<file path="config.mk">
export PLATFORM = sky130hd
export DESIGN_NAME = ubl_uart
export DESIGN_NICKNAME = d
export VERILOG_FILES = /design/src/hw/ubl_pkg.sv /design/src/hw/ubl_sync.sv /design/src/hw/ubl_baud.sv /design/src/hw/ubl_uart.sv
export SDC_FILE = /design/constraint.sdc
export NUM_CORES = 1
export LEC_CHECK = 0
export BUFFER_PORTS_ARGS = -buffer_cell sky130_fd_sc_hd__buf_2
export CAP_MARGIN = 10
export CORE_MARGIN = 3
export CORE_UTILIZATION = 57
export CTS_CLUSTER_SIZE = 25
export DETAILED_ROUTE_END_ITERATION = 10
export GPL_TIMING_DRIVEN = 0
export PLACE_DENSITY = 0.92
export SLEW_MARGIN = 30
export SYNTH_ARGS = -nofsm -noshare
export SYNTH_HDL_FRONTEND = slang
export SYNTH_SLANG_ARGS = --single-unit
</file>
<file path="constraint.sdc">
create_clock -name clock -period 2.6 [get_ports clock]
set_clock_uncertainty 0.05 [all_clocks]
set_input_delay 0.13 -clock clock [delete_from_list [all_inputs] [get_ports clock]]
set_output_delay 0.13 -clock clock [all_outputs]
set_load 0.02 [all_outputs]
</file>
<file path="src/hw/ubl_pkg.sv">
package ubl_pkg;

   // =====================================================================
   // Register indices; byte address is four times the index.
   localparam logic [11:0] UART1_MODE_IDX = 12'h20C;
   localparam logic [11:0] UART1_STAT_IDX = 12'h20E;
   localparam logic [11:0] UART1_TXD_IDX  = 12'h210;
   localparam logic [11:0] UART1_RXD_IDX  = 12'h212;
   localparam logic [11:0] UART1_BRG_IDX  = 12'h214;
   localparam logic [11:0] UART2_MODE_IDX = 12'h216;
   localparam logic [11:0] UART2_STAT_IDX = 12'h218;
   localparam logic [11:0] UART2_TXD_IDX  = 12'h21A;
   localparam logic [11:0] UART2_RXD_IDX  = 12'h21C;
   localparam logic [11:0] UART2_BRG_IDX  = 12'h21E;
   // Interrupt registers: status, clear, enable at base, base+1, base+2.
   localparam logic [11:0] UART1_IRQ_IDX  = 12'h230;
   localparam logic [11:0] UART2_IRQ_IDX  = 12'h238;

   // =====================================================================
   // Reset values and writable masks.
   localparam logic [15:0] MODE_RESET  = 16'h0000;
   localparam logic [15:0] STAT_RESET  = 16'h0110;
   localparam logic [15:0] BRG_RESET   = 16'h0000;
   localparam logic [15:0] MODE_WMASK  = 16'hA0E7;

   // =====================================================================
   // Status bit positions.
   localparam int STAT_TXISEL = 15;
   localparam int STAT_BRK    = 11;
   localparam int STAT_TXEN   = 10;
   localparam int STAT_RXISEL = 6;
   localparam int STAT_ADDEN  = 5;
   localparam int STAT_OERR   = 1;

   // =====================================================================
   // Interrupt bits and oversampling.
   localparam int          IRQ_W      = 3;
   localparam int          IRQ_RX     = 0;
   localparam int          IRQ_TX     = 1;
   localparam int          IRQ_OVR    = 2;
   localparam logic [3:0]  OS_LAST    = 4'hF;
   localparam logic [3:0]  OS_MID     = 4'h7;

   // =====================================================================
   // Mode control layout.
   typedef struct packed {
      logic       module_enable;
      logic       rsv14;
      logic       stop_in_idle;
      logic [4:0] rsv12;
      logic       wake_enable;
      logic       loopback_enable;
      logic       autobaud_capture_link;
      logic [1:0] rsv4;
      logic [1:0] data_select;
      logic       two_stop;
   } ubl_mode_t;

   typedef enum {TX_IDLE, TX_START, TX_DATA, TX_STOP} ubl_tx_state_t;
   typedef enum {RX_IDLE, RX_START, RX_DATA, RX_STOP} ubl_rx_state_t;

endpackage : ubl_pkg

</file>
<file path="src/hw/ubl_sync.sv">
// =====================================================================
// Two flip-flop synchroniser for one level.
module ubl_sync
   import ubl_pkg::*;
(
   // Clock and reset.
   input  wire logic clock,
   input  wire logic rst,
   // Level in and out.
   input  wire logic d_in,
   output logic      d_out
);
   logic meta_reg;
   logic sync_reg;

   // Both stages reset to the idle line level.
   always_ff @(posedge clock) begin
      if (rst) begin
         meta_reg <= 1'b1;
         sync_reg <= 1'b1;
      end else begin
         meta_reg <= d_in;
         sync_reg <= meta_reg;
      end
   end

   assign d_out = sync_reg;
endmodule : ubl_sync

</file>
<file path="src/hw/ubl_baud.sv">
// =====================================================================
// Divisor counter giving one oversampling tick per divisor+1 clocks.
module ubl_baud
   import ubl_pkg::*;
#(
   parameter int WIDTH = 16
)
(
   // Clock and reset.
   input  wire logic             clock,
   input  wire logic             rst,
   // Control.
   input  wire logic             run,
   input  wire logic [WIDTH-1:0] divisor,
   // Tick out.
   output logic                  tick
);
   logic [WIDTH-1:0] cnt_reg;
   logic [WIDTH-1:0] cnt_next;

   if (WIDTH < 1) begin : g_chk
      $error("ubl_baud: WIDTH must be at least one.");
   end

   // Reload on wrap, count down once per clock; stopped clocks sit at zero.
   always_comb begin
      cnt_next = cnt_reg;
      if (!run) begin
         cnt_next = '0;
      end else if (cnt_reg == '0) begin
         cnt_next = divisor;
      end else begin
         cnt_next = cnt_reg - 1'b1;
      end
   end

   // Counter register.
   always_ff @(posedge clock) begin
      if (rst) begin
         cnt_reg <= '0;
      end else begin
         cnt_reg <= cnt_next;
      end
   end

   assign tick = run && (cnt_reg == '0);
endmodule : ubl_baud

</file>
<file path="src/hw/ubl_uart.sv">
module ubl_uart
   import ubl_pkg::*;
#(
   parameter int CHANNEL = 1
)
(
   // Clock and reset.
   input  wire logic        clock,
   input  wire logic        rst,
   // APB slave.
   input  wire logic        psel,
   input  wire logic        penable,
   input  wire logic        pwrite,
   input  wire logic [15:0] paddr,
   input  wire logic [31:0] pwdata,
   output logic [31:0]      prdata,
   output logic             pready,
   output logic             pslverr,
   // Power state from the device.
   input  wire logic        sleep_req,
   input  wire logic        idle_req,
   // Serial pins.
   input  wire logic        serial_in_pin,
   output logic             serial_out_pin,
   // Capture link and interrupt.
   output logic             autobaud_capture_link,
   output logic             irq
);
   if (CHANNEL != 1 && CHANNEL != 2) begin : g_chk
      $error("ubl_uart: CHANNEL must be 1 or 2.");
   end

   // =====================================================================
   // Address decode.
   localparam logic [11:0] MODE_IDX = (CHANNEL == 1) ? UART1_MODE_IDX : UART2_MODE_IDX;
   localparam logic [11:0] STAT_IDX = (CHANNEL == 1) ? UART1_STAT_IDX : UART2_STAT_IDX;
   localparam logic [11:0] TXD_IDX  = (CHANNEL == 1) ? UART1_TXD_IDX  : UART2_TXD_IDX;
   localparam logic [11:0] RXD_IDX  = (CHANNEL == 1) ? UART1_RXD_IDX  : UART2_RXD_IDX;
   localparam logic [11:0] BRG_IDX  = (CHANNEL == 1) ? UART1_BRG_IDX  : UART2_BRG_IDX;
   localparam logic [11:0] IRQ_IDX  = (CHANNEL == 1) ? UART1_IRQ_IDX  : UART2_IRQ_IDX;

   logic [11:0] idx;
   logic        wr_acc;
   logic        rd_acc;
   assign idx    = paddr[13:2];
   assign wr_acc = psel && penable && pwrite;
   assign rd_acc = psel && penable && !pwrite;

   // =====================================================================
   // Shared state and signals.
   ubl_mode_t         mode_reg, mode_next;
   logic [15:0]       ctl_reg, ctl_next;
   logic [15:0]       brg_reg, brg_next;
   logic [8:0]        txh_reg, txh_next;
   logic              txf_reg, txf_next;
   logic [7:0]        rxd_reg, rxd_next;
   logic              rxa_reg, rxa_next;
   logic              ferr_reg, ferr_next;
   logic [IRQ_W-1:0]  ist_reg, ist_next;
   logic [IRQ_W-1:0]  ien_reg, ien_next;
   logic [31:0]       prd_reg, prd_next;
   logic              perr_reg, perr_next;
   logic              abl_reg, rx_prev_reg;

   logic rx_sync, tick, halt, run, rx_src, rx_fall;
   logic tx_load, rx_done, rx_bad;

   // Transmitter and receiver state, declared here because the register file reads it.
   ubl_tx_state_t     tx_state_reg, tx_state_next;
   logic [3:0]        tx_os_reg, tx_os_next;
   logic [2:0]        tx_bit_reg, tx_bit_next;
   logic [7:0]        tx_sh_reg, tx_sh_next;
   logic              tx_line_reg, tx_line_next;
   logic              tx_busy;
   ubl_rx_state_t     rx_state_reg, rx_state_next;
   logic [3:0]        rx_os_reg, rx_os_next;
   logic [2:0]        rx_bit_reg, rx_bit_next;
   logic [7:0]        rx_sh_reg, rx_sh_next;

   ubl_sync u_sync (
      .clock (clock),
      .rst   (rst),
      .d_in  (serial_in_pin),
      .d_out (rx_sync)
   );

   // Sleep stops the baud tick, transmitter and receiver; idle stops them only with stop-in-idle set.
   assign halt = sleep_req || (idle_req && mode_reg.stop_in_idle);
   assign run  = mode_reg.module_enable && !halt;

   ubl_baud #(.WIDTH(16)) u_baud (
      .clock   (clock),
      .rst     (rst),
      .run     (run),
      .divisor (brg_reg),
      .tick    (tick)
   );

   // =====================================================================
   // Register file and interrupts.
   always_comb begin
      mode_next = mode_reg;
      ctl_next  = ctl_reg;
      brg_next  = brg_reg;
      txh_next  = txh_reg;
      txf_next  = txf_reg && !tx_load;
      rxd_next  = rxd_reg;
      rxa_next  = rxa_reg;
      ferr_next = ferr_reg;
      ist_next  = ist_reg;
      ien_next  = ien_reg;
      prd_next  = prd_reg;
      perr_next = perr_reg;
      // Setup phase latches read data and the error answer.
      if (psel && !penable) begin
         perr_next = 1'b0;
         prd_next  = 32'h0000_0000;
         case (idx)
            MODE_IDX: prd_next[15:0] = mode_reg;
            STAT_IDX: prd_next[15:0] = {ctl_reg[15:9], !txf_reg && !tx_busy,
                                         ctl_reg[7:5], rx_state_reg == RX_IDLE,
                                         1'b0, ferr_reg, ctl_reg[1], rxa_reg};
            RXD_IDX:  prd_next[15:0] = {8'h00, rxd_reg};
            BRG_IDX:  prd_next[15:0] = brg_reg;
            IRQ_IDX:  prd_next[IRQ_W-1:0] = ist_reg;
            IRQ_IDX + 12'h002: prd_next[IRQ_W-1:0] = ien_reg;
            TXD_IDX, IRQ_IDX + 12'h001: prd_next = 32'h0000_0000;
            default:  perr_next = 1'b1;
         endcase
      end
      // Reading the receive word frees the holding register.
      if (rd_acc && idx == RXD_IDX) begin
         rxa_next = 1'b0;
      end
      if (wr_acc) begin
         case (idx)
            MODE_IDX: mode_next = pwdata[15:0] & MODE_WMASK;
            STAT_IDX: begin
               ctl_next[STAT_TXISEL] = pwdata[STAT_TXISEL];
               ctl_next[STAT_BRK]    = pwdata[STAT_BRK];
               ctl_next[STAT_TXEN]   = pwdata[STAT_TXEN];
               ctl_next[STAT_RXISEL +: 2] = pwdata[STAT_RXISEL +: 2];
               ctl_next[STAT_ADDEN]  = pwdata[STAT_ADDEN];
               ctl_next[STAT_OERR]   = ctl_reg[STAT_OERR] && pwdata[STAT_OERR];
            end
            TXD_IDX: begin
               if (!txf_reg || tx_load) begin
                  txh_next = pwdata[8:0];
                  txf_next = 1'b1;
               end
            end
            BRG_IDX: brg_next = pwdata[15:0];
            IRQ_IDX + 12'h001: ist_next = ist_reg & ~pwdata[IRQ_W-1:0];
            IRQ_IDX + 12'h002: ien_next = pwdata[IRQ_W-1:0];
            default: ;
         endcase
      end
      // Completed frames; a full holding register turns them into overrun.
      if (rx_done) begin
         if (rxa_next) begin
            ctl_next[STAT_OERR] = 1'b1;
            ist_next[IRQ_OVR]   = 1'b1;
         end else begin
            rxd_next  = rx_sh_reg;
            rxa_next  = 1'b1;
            ferr_next = rx_bad;
            if (!ctl_reg[STAT_RXISEL + 1]) begin
               ist_next[IRQ_RX] = 1'b1;
            end
         end
      end
      // Wake edge in sleep raises the receive interrupt.
      if (sleep_req && mode_reg.wake_enable && mode_reg.module_enable && rx_fall) begin
         ist_next[IRQ_RX] = 1'b1;
      end
      if (tx_load) begin
         ist_next[IRQ_TX] = 1'b1;
      end
      ctl_next[9] = txf_next;
   end

   // Register file storage; sleep has no effect here.
   always_ff @(posedge clock) begin
      if (rst) begin
         mode_reg <= MODE_RESET;
         ctl_reg  <= STAT_RESET;
         brg_reg  <= BRG_RESET;
         txh_reg  <= '0;
         txf_reg  <= 1'b0;
         rxd_reg  <= '0;
         rxa_reg  <= 1'b0;
         ferr_reg <= 1'b0;
         ist_reg  <= '0;
         ien_reg  <= '0;
         prd_reg  <= '0;
         perr_reg <= 1'b0;
      end else begin
         mode_reg <= mode_next;
         ctl_reg  <= ctl_next;
         brg_reg  <= brg_next;
         txh_reg  <= txh_next;
         txf_reg  <= txf_next;
         rxd_reg  <= rxd_next;
         rxa_reg  <= rxa_next;
         ferr_reg <= ferr_next;
         ist_reg  <= ist_next;
         ien_reg  <= ien_next;
         prd_reg  <= prd_next;
         perr_reg <= perr_next;
      end
   end

   assign prdata  = prd_reg;
   assign pslverr = perr_reg;
   assign pready  = 1'b1;
   assign irq     = |(ist_reg & ien_reg);

   // =====================================================================
   // Transmitter.
   assign tx_busy = tx_state_reg != TX_IDLE;
   assign tx_load = run && tick && !tx_busy && txf_reg && ctl_reg[STAT_TXEN];

   always_comb begin
      tx_state_next = tx_state_reg;
      tx_os_next    = tx_os_reg;
      tx_bit_next   = tx_bit_reg;
      tx_sh_next    = tx_sh_reg;
      tx_line_next  = tx_line_reg;
      if (sleep_req) begin
         tx_state_next = TX_IDLE;
         tx_line_next  = 1'b1;
      end else if (run && tick) begin
         tx_os_next = tx_os_reg + 4'h1;
         case (tx_state_reg)
            TX_IDLE: begin
               tx_line_next = 1'b1;
               if (tx_load) begin
                  tx_sh_next    = txh_reg[7:0];
                  tx_os_next    = 4'h0;
                  tx_state_next = TX_START;
                  tx_line_next  = 1'b0;
               end
            end
            TX_START: if (tx_os_reg == OS_LAST) begin
               tx_state_next = TX_DATA;
               tx_bit_next   = 3'h0;
               tx_line_next  = tx_sh_reg[0];
            end
            TX_DATA: if (tx_os_reg == OS_LAST) begin
               tx_sh_next  = {1'b1, tx_sh_reg[7:1]};
               tx_bit_next = tx_bit_reg + 3'h1;
               tx_line_next = tx_sh_reg[1];
               if (tx_bit_reg == 3'h7) begin
                  tx_state_next = TX_STOP;
                  tx_bit_next   = {2'b00, mode_reg.two_stop};
                  tx_line_next  = 1'b1;
               end
            end
            TX_STOP: if (tx_os_reg == OS_LAST) begin
               tx_bit_next = tx_bit_reg - 3'h1;
               if (tx_bit_reg == 3'h0) begin
                  tx_state_next = TX_IDLE;
               end
            end
            default: tx_state_next = TX_IDLE;
         endcase
      end else if (!mode_reg.module_enable) begin
         tx_state_next = TX_IDLE;
         tx_line_next  = 1'b1;
      end
      // Break holds the line low only while the block runs; sleep or disable forces it high, stop-in-idle holds it.
      if (ctl_reg[STAT_BRK] && run) begin
         tx_line_next = 1'b0;
      end
   end

   // Transmit registers.
   always_ff @(posedge clock) begin
      if (rst) begin
         tx_state_reg <= TX_IDLE;
         tx_os_reg    <= '0;
         tx_bit_reg   <= '0;
         tx_sh_reg    <= '0;
         tx_line_reg  <= 1'b1;
      end else begin
         tx_state_reg <= tx_state_next;
         tx_os_reg    <= tx_os_next;
         tx_bit_reg   <= tx_bit_next;
         tx_sh_reg    <= tx_sh_next;
         tx_line_reg  <= tx_line_next;
      end
   end

   // The pin always follows the transmitter, loopback or not.
   assign serial_out_pin = tx_line_reg;

   // =====================================================================
   // Receiver.
   // Loopback takes the receiver off the pin and onto the transmitter.
   assign rx_src  = mode_reg.loopback_enable ? tx_line_reg : rx_sync;
   assign rx_fall = rx_prev_reg && !rx_sync;

   always_comb begin
      rx_state_next = rx_state_reg;
      rx_os_next    = rx_os_reg;
      rx_bit_next   = rx_bit_reg;
      rx_sh_next    = rx_sh_reg;
      rx_done       = 1'b0;
      rx_bad        = 1'b0;
      if (sleep_req || !mode_reg.module_enable) begin
         rx_state_next = RX_IDLE;
      end else if (run && tick) begin
         rx_os_next = rx_os_reg + 4'h1;
         case (rx_state_reg)
            RX_IDLE: if (!rx_src) begin
               rx_state_next = RX_START;
               rx_os_next    = 4'h0;
            end
            RX_START: if (rx_os_reg == OS_MID) begin
               rx_os_next    = 4'h0;
               rx_bit_next   = 3'h0;
               rx_state_next = rx_src ? RX_IDLE : RX_DATA;
            end
            RX_DATA: if (rx_os_reg == OS_LAST) begin
               rx_sh_next  = {rx_src, rx_sh_reg[7:1]};
               rx_bit_next = rx_bit_reg + 3'h1;
               if (rx_bit_reg == 3'h7) begin
                  rx_state_next = RX_STOP;
               end
            end
            RX_STOP: if (rx_os_reg == OS_LAST) begin
               rx_done       = 1'b1;
               rx_bad        = !rx_src;
               rx_state_next = RX_IDLE;
            end
            default: rx_state_next = RX_IDLE;
         endcase
      end
   end

   // Receive registers, edge history and capture link.
   always_ff @(posedge clock) begin
      if (rst) begin
         rx_state_reg <= RX_IDLE;
         rx_os_reg    <= '0;
         rx_bit_reg   <= '0;
         rx_sh_reg    <= '0;
         rx_prev_reg  <= 1'b1;
         abl_reg      <= 1'b1;
      end else begin
         rx_state_reg <= rx_state_next;
         rx_os_reg    <= rx_os_next;
         rx_bit_reg   <= rx_bit_next;
         rx_sh_reg    <= rx_sh_next;
         rx_prev_reg  <= rx_sync;
         abl_reg      <= mode_reg.autobaud_capture_link ? rx_sync : 1'b1;
      end
   end

   assign autobaud_capture_link = abl_reg;

   logic [15:0] gap_reg;
   logic        gap_ok_reg;
   always_ff @(posedge clock) begin
      if (rst || !run || (wr_acc && idx == BRG_IDX)) begin
         gap_reg    <= '0;
         gap_ok_reg <= 1'b0;
      end else if (tick) begin
         gap_reg    <= '0;
         gap_ok_reg <= 1'b1;
      end else begin
         gap_reg    <= gap_reg + 16'h0001;
      end
   end
endmodule : ubl_uart

</file>
==> results of run 1 <==
-- kinds of logic after synthesis --
family / synth area share
DFF: 0.401
muxes: 0.0783
buffers and inverters: 0.0587
xor gates and xnor gates: 0.0164
and+or+nand+nor: 0.229
AOI/OAI and AO/OA: 0.178
adders and majority gates: 0.0372
other: 0.00118
-- area by class of cell --
class | count | area [um2]
Fill cell | 796 | 3110
Multi-Input combinational cell | 564 | 3560
Clock inverter | 12 | 184
Inverter | 21 | 78.8
Sequential cell | 128 | 2560
Clock buffer | 19 | 442
Buffer | 58 | 298
Tap cell | 140 | 175
Timing Repair Buffer | 74 | 478
-- cells in the final DEF, fill, tap and decap left out, types with 21 or more instances in the layout --
cell                            netlist  routed
sky130_fd_sc_hd__dlygate4sd3_1        0      21
sky130_fd_sc_hd__buf_2                3      55
sky130_fd_sc_hd__nand3_1             35      33
sky130_fd_sc_hd__o21ai_0             35      35
sky130_fd_sc_hd__a21oi_1             64      64
sky130_fd_sc_hd__inv_1               21      21
sky130_fd_sc_hd__nand2_1             71      71
sky130_fd_sc_hd__dfxtp_1            128     128
sky130_fd_sc_hd__mux2i_1             41      41
sky130_fd_sc_hd__clkbuf_1            35      34
sky130_fd_sc_hd__nor2_1              85      85
-- worst max-delay path by stage --
stage	slack, ps	from	to
6_report	70	u_baud.cnt_reg[9]	ferr_reg
5_1_grt	-40	u_baud.cnt_reg[0]	rx_bit_reg[0]
4_1_cts	50	mode_reg[15]	tx_state_reg[0]
3_5_place_dp	-190	u_baud.cnt_reg[12]	tx_bit_reg[2]
3_3_place_gp	-140	u_baud.cnt_reg[12]	tx_bit_reg[2]
2_1_floorplan	400	u_baud.cnt_reg[12]	tx_bit_reg[2]
-- metrics by stage --
stage           util  setup TNS (ps)  std cells  hold WS [ps]
2_1_floorplan      -               0        771           184
3_3_place_gp   0.632            -395        963           266
3_5_place_dp   0.632            -245        963           268
4_1_cts        0.711               0       1016          7.77
5_1_grt        0.714           -65.8       1016          63.3
6_report       0.714               0       1016          45.7
-- repair_timing --
action / in CTS / in global routing
setup buffers: 1 / 0
hold buffers: 21 / 0
setup endpoints to repair: 5 / 15
hold endpoints to repair: 47 / 0
gates resized for setup: 2 / 7
-- per-layer routing --
layer / global-route usage / part of all wire / vias up
met2: 0.489 / 0.46 / 439
met4: 0.167 / 0.056 / 0
met3: 0.0799 / 0.11 / 122
li1: - / - / 2924
met1: 0.369 / 0.38 / 2956
met5: 0 / 0 / -
-- power by group --
group	leakage [nW]	switching [W]	internal, W
registers	1.03	0.00000267	0.00197
clock network	0.300	0.000922	0.00161
logic	1.73	0.000143	0.0000784
-- worst max-delay path, cell delays in order, from the launching register on --
cell	delay [ps]
sky130_fd_sc_hd__dfxtp_1	350
sky130_fd_sc_hd__nor4_1	450
sky130_fd_sc_hd__and4_1	260
sky130_fd_sc_hd__clkbuf_1	290
sky130_fd_sc_hd__and4_1	260
sky130_fd_sc_hd__clkbuf_1	400
sky130_fd_sc_hd__nand4_1	210
sky130_fd_sc_hd__a21oi_1	170
==> results.py, run 1 <==
metrics = {
    "min_path": {
        "timing.hold.worst.start": "sleep_req",
        "worst_hold_path.endpoint": "tx_sh_reg[7]",
        "hold_path_cells": 4,
        "hold_path.class": "in -> reg",
    },
    "timing": {
        "fmax_mhz": 395,
        "final_slew_violations": 0,
        "rsz0062_at_grt": "true",
        "worst_slack_ps": 68.9,
        "worst_slew_pin_slew_ps": 811,
        "hold_viol_final": 0,
        "setup_viol": 0,
        "period_minus_slack_ps": 2530,
        "fin_crit_sh": 0.974,
        "slew_headroom": 0.455,
    },
    "cts": {
        "numClockSinks": 128,
        "cts-root-buf": "sky130_fd_sc_hd__clkbuf_8",
        "cts.clk_slew.worst_paths_ps": 60,
        "clock_buffers_created_by_tritoncts": 17,
        "cts_tree": "done",
        "cts_max_path_buffers": 2,
        "clk_latency_ps": 540,
        "htreeDepth": 4,
    },
    "final_layout": {
        "diodes": 0,
        "final_layout_size_suffix_gt1_frac": 0.158,
        "area_delta_synth_final_pct": 21.6,
        "final_design_area_excluding_fillers_mm2": 0.00777,
        "design.final.nets": 939,
    },
    "global_routing": {
        "overflow": 0,
        "antenna_found_initial": 0,
        "grt_pass1_wl_um": 30600,
        "grtUsageTotal": 0.304,
        "grt_max_degree": 17,
        "vias_in_the_first_global_route": 6107,
    },
    "placement": {
        "detailed_place_hpwl_um": 13200,
        "detailedPlace.worstSlack_ps": -191,
        "io_buffer_count": 52,
        "detailed_place.area_mm2": 0.00688,
        "gp_congestion": 0.972,
    },
    "drt": {
        "ant_nets": 0,
        "post_drt_via_cell_ratio": 6.34,
        "totalWireLength_um": 19200,
        "first_iter_violations": 786,
        "wl_per_cell_um": 18.9,
        "dr.pass1.iters": 7,
        "num_vias": 6441,
        "drt_drc_violations_left": 0,
    },
    "critical_path": {
        "origin_of_the_critical_flop_to_flop_path": "u_baud.cnt_reg[9]",
        "critical_path.endpoint_type": "register",
        "start_kind": "register",
        "crit_required_ps": 3010,
        "worst_r2r_endpoint": "ferr_reg",
        "reg2reg_setup_slack_ps": 70,
        "rr_worst_depth": 7,
        "critical_path_arrival_ps": 2940,
        "critical_path.max_fanout": 9,
        "timing.setup.critical_path_class": "reg -> reg",
    },
    "yosys": {
        "post_synth.cell_area_avg_um2": 8.45,
        "cell_variety_after_synth": 64,
        "synth_edf_count": 0,
        "yosysSeqAreaShare": 0.401,
        "post-synth-top-count-cell": "sky130_fd_sc_hd__dfxtp_1",
        "yosys_register_bits": 128,
        "post_synth_main_area_contributors": "sky130_fd_sc_hd__dfxtp_1, sky130_fd_sc_hd__mux2i_1, sky130_fd_sc_hd__a21oi_1, sky130_fd_sc_hd__nor2_1, sky130_fd_sc_hd__nand2_1",
        "ys_top_cells_by_count": "sky130_fd_sc_hd__dfxtp_1, sky130_fd_sc_hd__nor2_1, sky130_fd_sc_hd__nand2_1",
        "synthDominantCellAreaShare": 0.401,
        "yosysWarningCount": 0,
        "postSynthCellCount": 756,
        "synth_flop_cell": "sky130_fd_sc_hd__dfxtp_1",
        "post_synth_instance_area_mm2": 0.00639,
        "async_flop_share": 0,
        "synth_area_leader_cell": "sky130_fd_sc_hd__dfxtp_1",
    },
    "floorplanning": {
        "die_height_um": 112,
        "total_die_area_mm2": 0.0125,
        "pin_count": 93,
        "fp.coreArea_mm2": 0.0109,
        "initial_core_util": 0.587,
        "row_count": 38,
        "floorplan.die.width_um": 112,
    },
    "pwr": {
        "leakage_nw": 3.06,
        "vdd_ir_drop_max_mv": 0.443,
        "power_density_mw_per_mm2": 607,
        "fin_total_pwr_w": 0.00472,
    },
    "run_status": {
        "run_status": "completed",
    },
    "run": {
        "max_cap_viol_count": 0,
    },
}
Power figures use the tool's default switching activity.
==> run 2: changes to the inputs <==
Settings changed: PLACE_DENSITY 0.92 to 0.82.
==> results.py, run 2 (synthesized netlist as in run 1, its figures left out) <==
metrics = {
    "min_path": {
        "timing.hold.worst.start": "pwrite",
        "hold_path.class": "in -> reg",
        "hold_path_cells": 3,
        "worst_hold_path.endpoint": "ist_reg[0]",
    },
    "timing": {
        "rsz0062_at_grt": "false",
        "setup_viol": 0,
        "period_minus_slack_ps": 2470,
        "hold_viol_final": 0,
        "worst_slew_pin_slew_ps": 809,
        "worst_slack_ps": 130,
        "final_slew_violations": 0,
        "slew_headroom": 0.461,
        "fin_crit_sh": 0.950,
        "fmax_mhz": 405,
    },
    "global_routing": {
        "grtUsageTotal": 0.314,
        "overflow": 0,
        "grt_pass1_wl_um": 31000,
        "vias_in_the_first_global_route": 6088,
        "antenna_found_initial": 0,
        "grt_max_degree": 17,
    },
    "drt": {
        "ant_nets": 0,
        "num_vias": 6266,
        "post_drt_via_cell_ratio": 6.16,
        "first_iter_violations": 580,
        "dr.pass1.iters": 7,
        "totalWireLength_um": 19500,
        "drt_drc_violations_left": 0,
        "wl_per_cell_um": 19.2,
    },
    "critical_path": {
        "start_kind": "register",
        "worst_path_max_delay_cell": "sky130_fd_sc_hd__or3b_2",
        "critical_path_arrival_ps": 2890,
        "rr_worst_depth": 8,
        "timing.setup.critical_path_class": "reg -> reg",
        "critical_path.endpoint_type": "register",
        "worst_path_largest_cell_delay_ps": 540,
        "list_of_cells_traversed_by_the_critical_path": "inv_1 -> ha_1 -> nor2b_1 -> and4_1 -> clkbuf_1 -> o2111ai_1 -> or3b_2 -> a21oi_1",
        "reg2reg_setup_slack_ps": 130,
        "worst_r2r_endpoint": "rx_bit_reg[0]",
        "critical_path.max_fanout": 6,
        "crit_required_ps": 3020,
        "origin_of_the_critical_flop_to_flop_path": "u_baud.cnt_reg[0]",
    },
    "final_layout": {
        "area_delta_synth_final_pct": 21.6,
        "final_cell_mix": "sky130_fd_sc_hd__dfxtp_1, sky130_fd_sc_hd__nor2_1, sky130_fd_sc_hd__nand2_1, sky130_fd_sc_hd__a21oi_1, sky130_fd_sc_hd__buf_2",
        "final_design_utilization": 0.714,
        "final_design_area_excluding_fillers_mm2": 0.00777,
        "design.final.nets": 939,
        "layout.cells.non_filler": 1017,
        "diodes": 0,
        "final_layout_size_suffix_gt1_frac": 0.161,
        "leading_cell_type_in_the_layout_fill_and_taps_excluded": "sky130_fd_sc_hd__dfxtp_1",
    },
    "floorplanning": {
        "floorplan.die.width_um": 112,
        "total_die_area_mm2": 0.0125,
        "fp.coreArea_mm2": 0.0109,
        "die_height_um": 112,
        "initial_core_util": 0.587,
        "row_count": 38,
        "pin_count": 93,
    },
    "pwr": {
        "power_report.internal_total_w": 0.00359,
        "seq_power_share": 0.424,
        "vdd_ir_drop_max_mv": 0.596,
        "fin_total_pwr_w": 0.00464,
        "pwr-share-comb": 0.048,
        "leakage_nw": 3.06,
        "power_density_mw_per_mm2": 597,
        "power.clock.fraction": 0.528,
        "netSwitchingFraction": 0.228,
        "total_switching_power_w": 0.00106,
    },
    "placement": {
        "detailed_place.area_mm2": 0.00688,
        "gp_congestion": 0.975,
        "detailed_place_hpwl_um": 14000,
        "detailedPlace.worstSlack_ps": -169,
        "placedCellCount": 963,
        "io_buffer_count": 52,
    },
    "run": {
        "max_cap_viol_count": 0,
    },
    "cts": {
        "clk_latency_ps": 550,
        "numClockSinks": 128,
        "cts.clk_slew.worst_paths_ps": 60,
        "cts_tree": "done",
        "cts_max_path_buffers": 2,
        "htreeDepth": 4,
        "clock_buffers_created_by_tritoncts": 17,
        "cts-root-buf": "sky130_fd_sc_hd__clkbuf_8",
    },
    "run_status": {
        "run_status": "completed",
    },
}
-- run 2: power groups by stage --
stage                     clock, W  sequential, W  combinational, W
after global routing       0.00254        0.00197          0.000235
after detailed placement         0        0.00201          0.000189
after global placement           0        0.00201          0.000186
after CTS                  0.00246        0.00197          0.000212
final                      0.00245        0.00197          0.000222
after floorplan                  0        0.00202          0.000106
-- run 2: layout make-up --
| cell class | count | area (um2) |
|---|---|---|
| clock buffers | 20 | 455 |
| well taps | 140 | 175 |
| clock inverters | 12 | 155 |
| inverters | 21 | 78.8 |
| multi-input cells | 564 | 3570 |
| plain buffers | 58 | 298 |
| repair buffers | 74 | 478 |
| fillers | 817 | 3120 |
| flip-flops and latches | 128 | 2560 |
-- run 2: stage by stage --
| stage | setup TNS (ps) | hold slack [ps] |
|---|---|---|
| 3_3_place_gp | -264 | 264 |
| 4_1_cts | 0 | 8.39 |
| 5_1_grt | 0 | 36.1 |
| 6_report | 0 | 23.7 |
| 2_1_floorplan | 0 | 184 |
| 3_5_place_dp | -639 | 266 |
-- run 2: per-layer routing --
layer / vias to the layer above / global-route usage / wire (um)
met3: 67 / 0.0685 / 1660
met1: 2978 / 0.393 / 7800
met5: - / 0 / 0
met2: 301 / 0.513 / 9190
met4: 0 / 0.152 / 856
li1: 2920 / - / -
-- run 2: repair_timing --
item / 4_1_cts / 5_1_grt
setup endpoints to repair: 11 / 44
gates resized for setup: 3 / 9
setup buffers: 0 / 1
hold buffers: 21 / 0
hold endpoints to repair: 49 / 0
pin swaps: 0 / 1
-- run 2: worst max path at each step --
stage / from / endpoint / depth (start not counted)
global route: u_baud.cnt_reg[0] / rx_bit_reg[0] / 8
CTS: u_baud.cnt_reg[3] / tx_state_reg[0] / 5
finish: u_baud.cnt_reg[0] / rx_bit_reg[0] / 8
detailed placement: u_baud.cnt_reg[12] / tx_bit_reg[2] / 5
global placement: u_baud.cnt_reg[12] / tx_bit_reg[2] / 5
floorplan: u_baud.cnt_reg[12] / tx_bit_reg[2] / 5
-- run 2: worst max-delay path, delay by kind of cell (launching register included) --
family	cells	cell delay, ps
AO/OA/AOI/OAI	2	460
AND/OR/NAND/NOR	3	960
adder cells (fa/ha/maj)	1	190
flip-flops	1	340
buffers and inverters	2	390
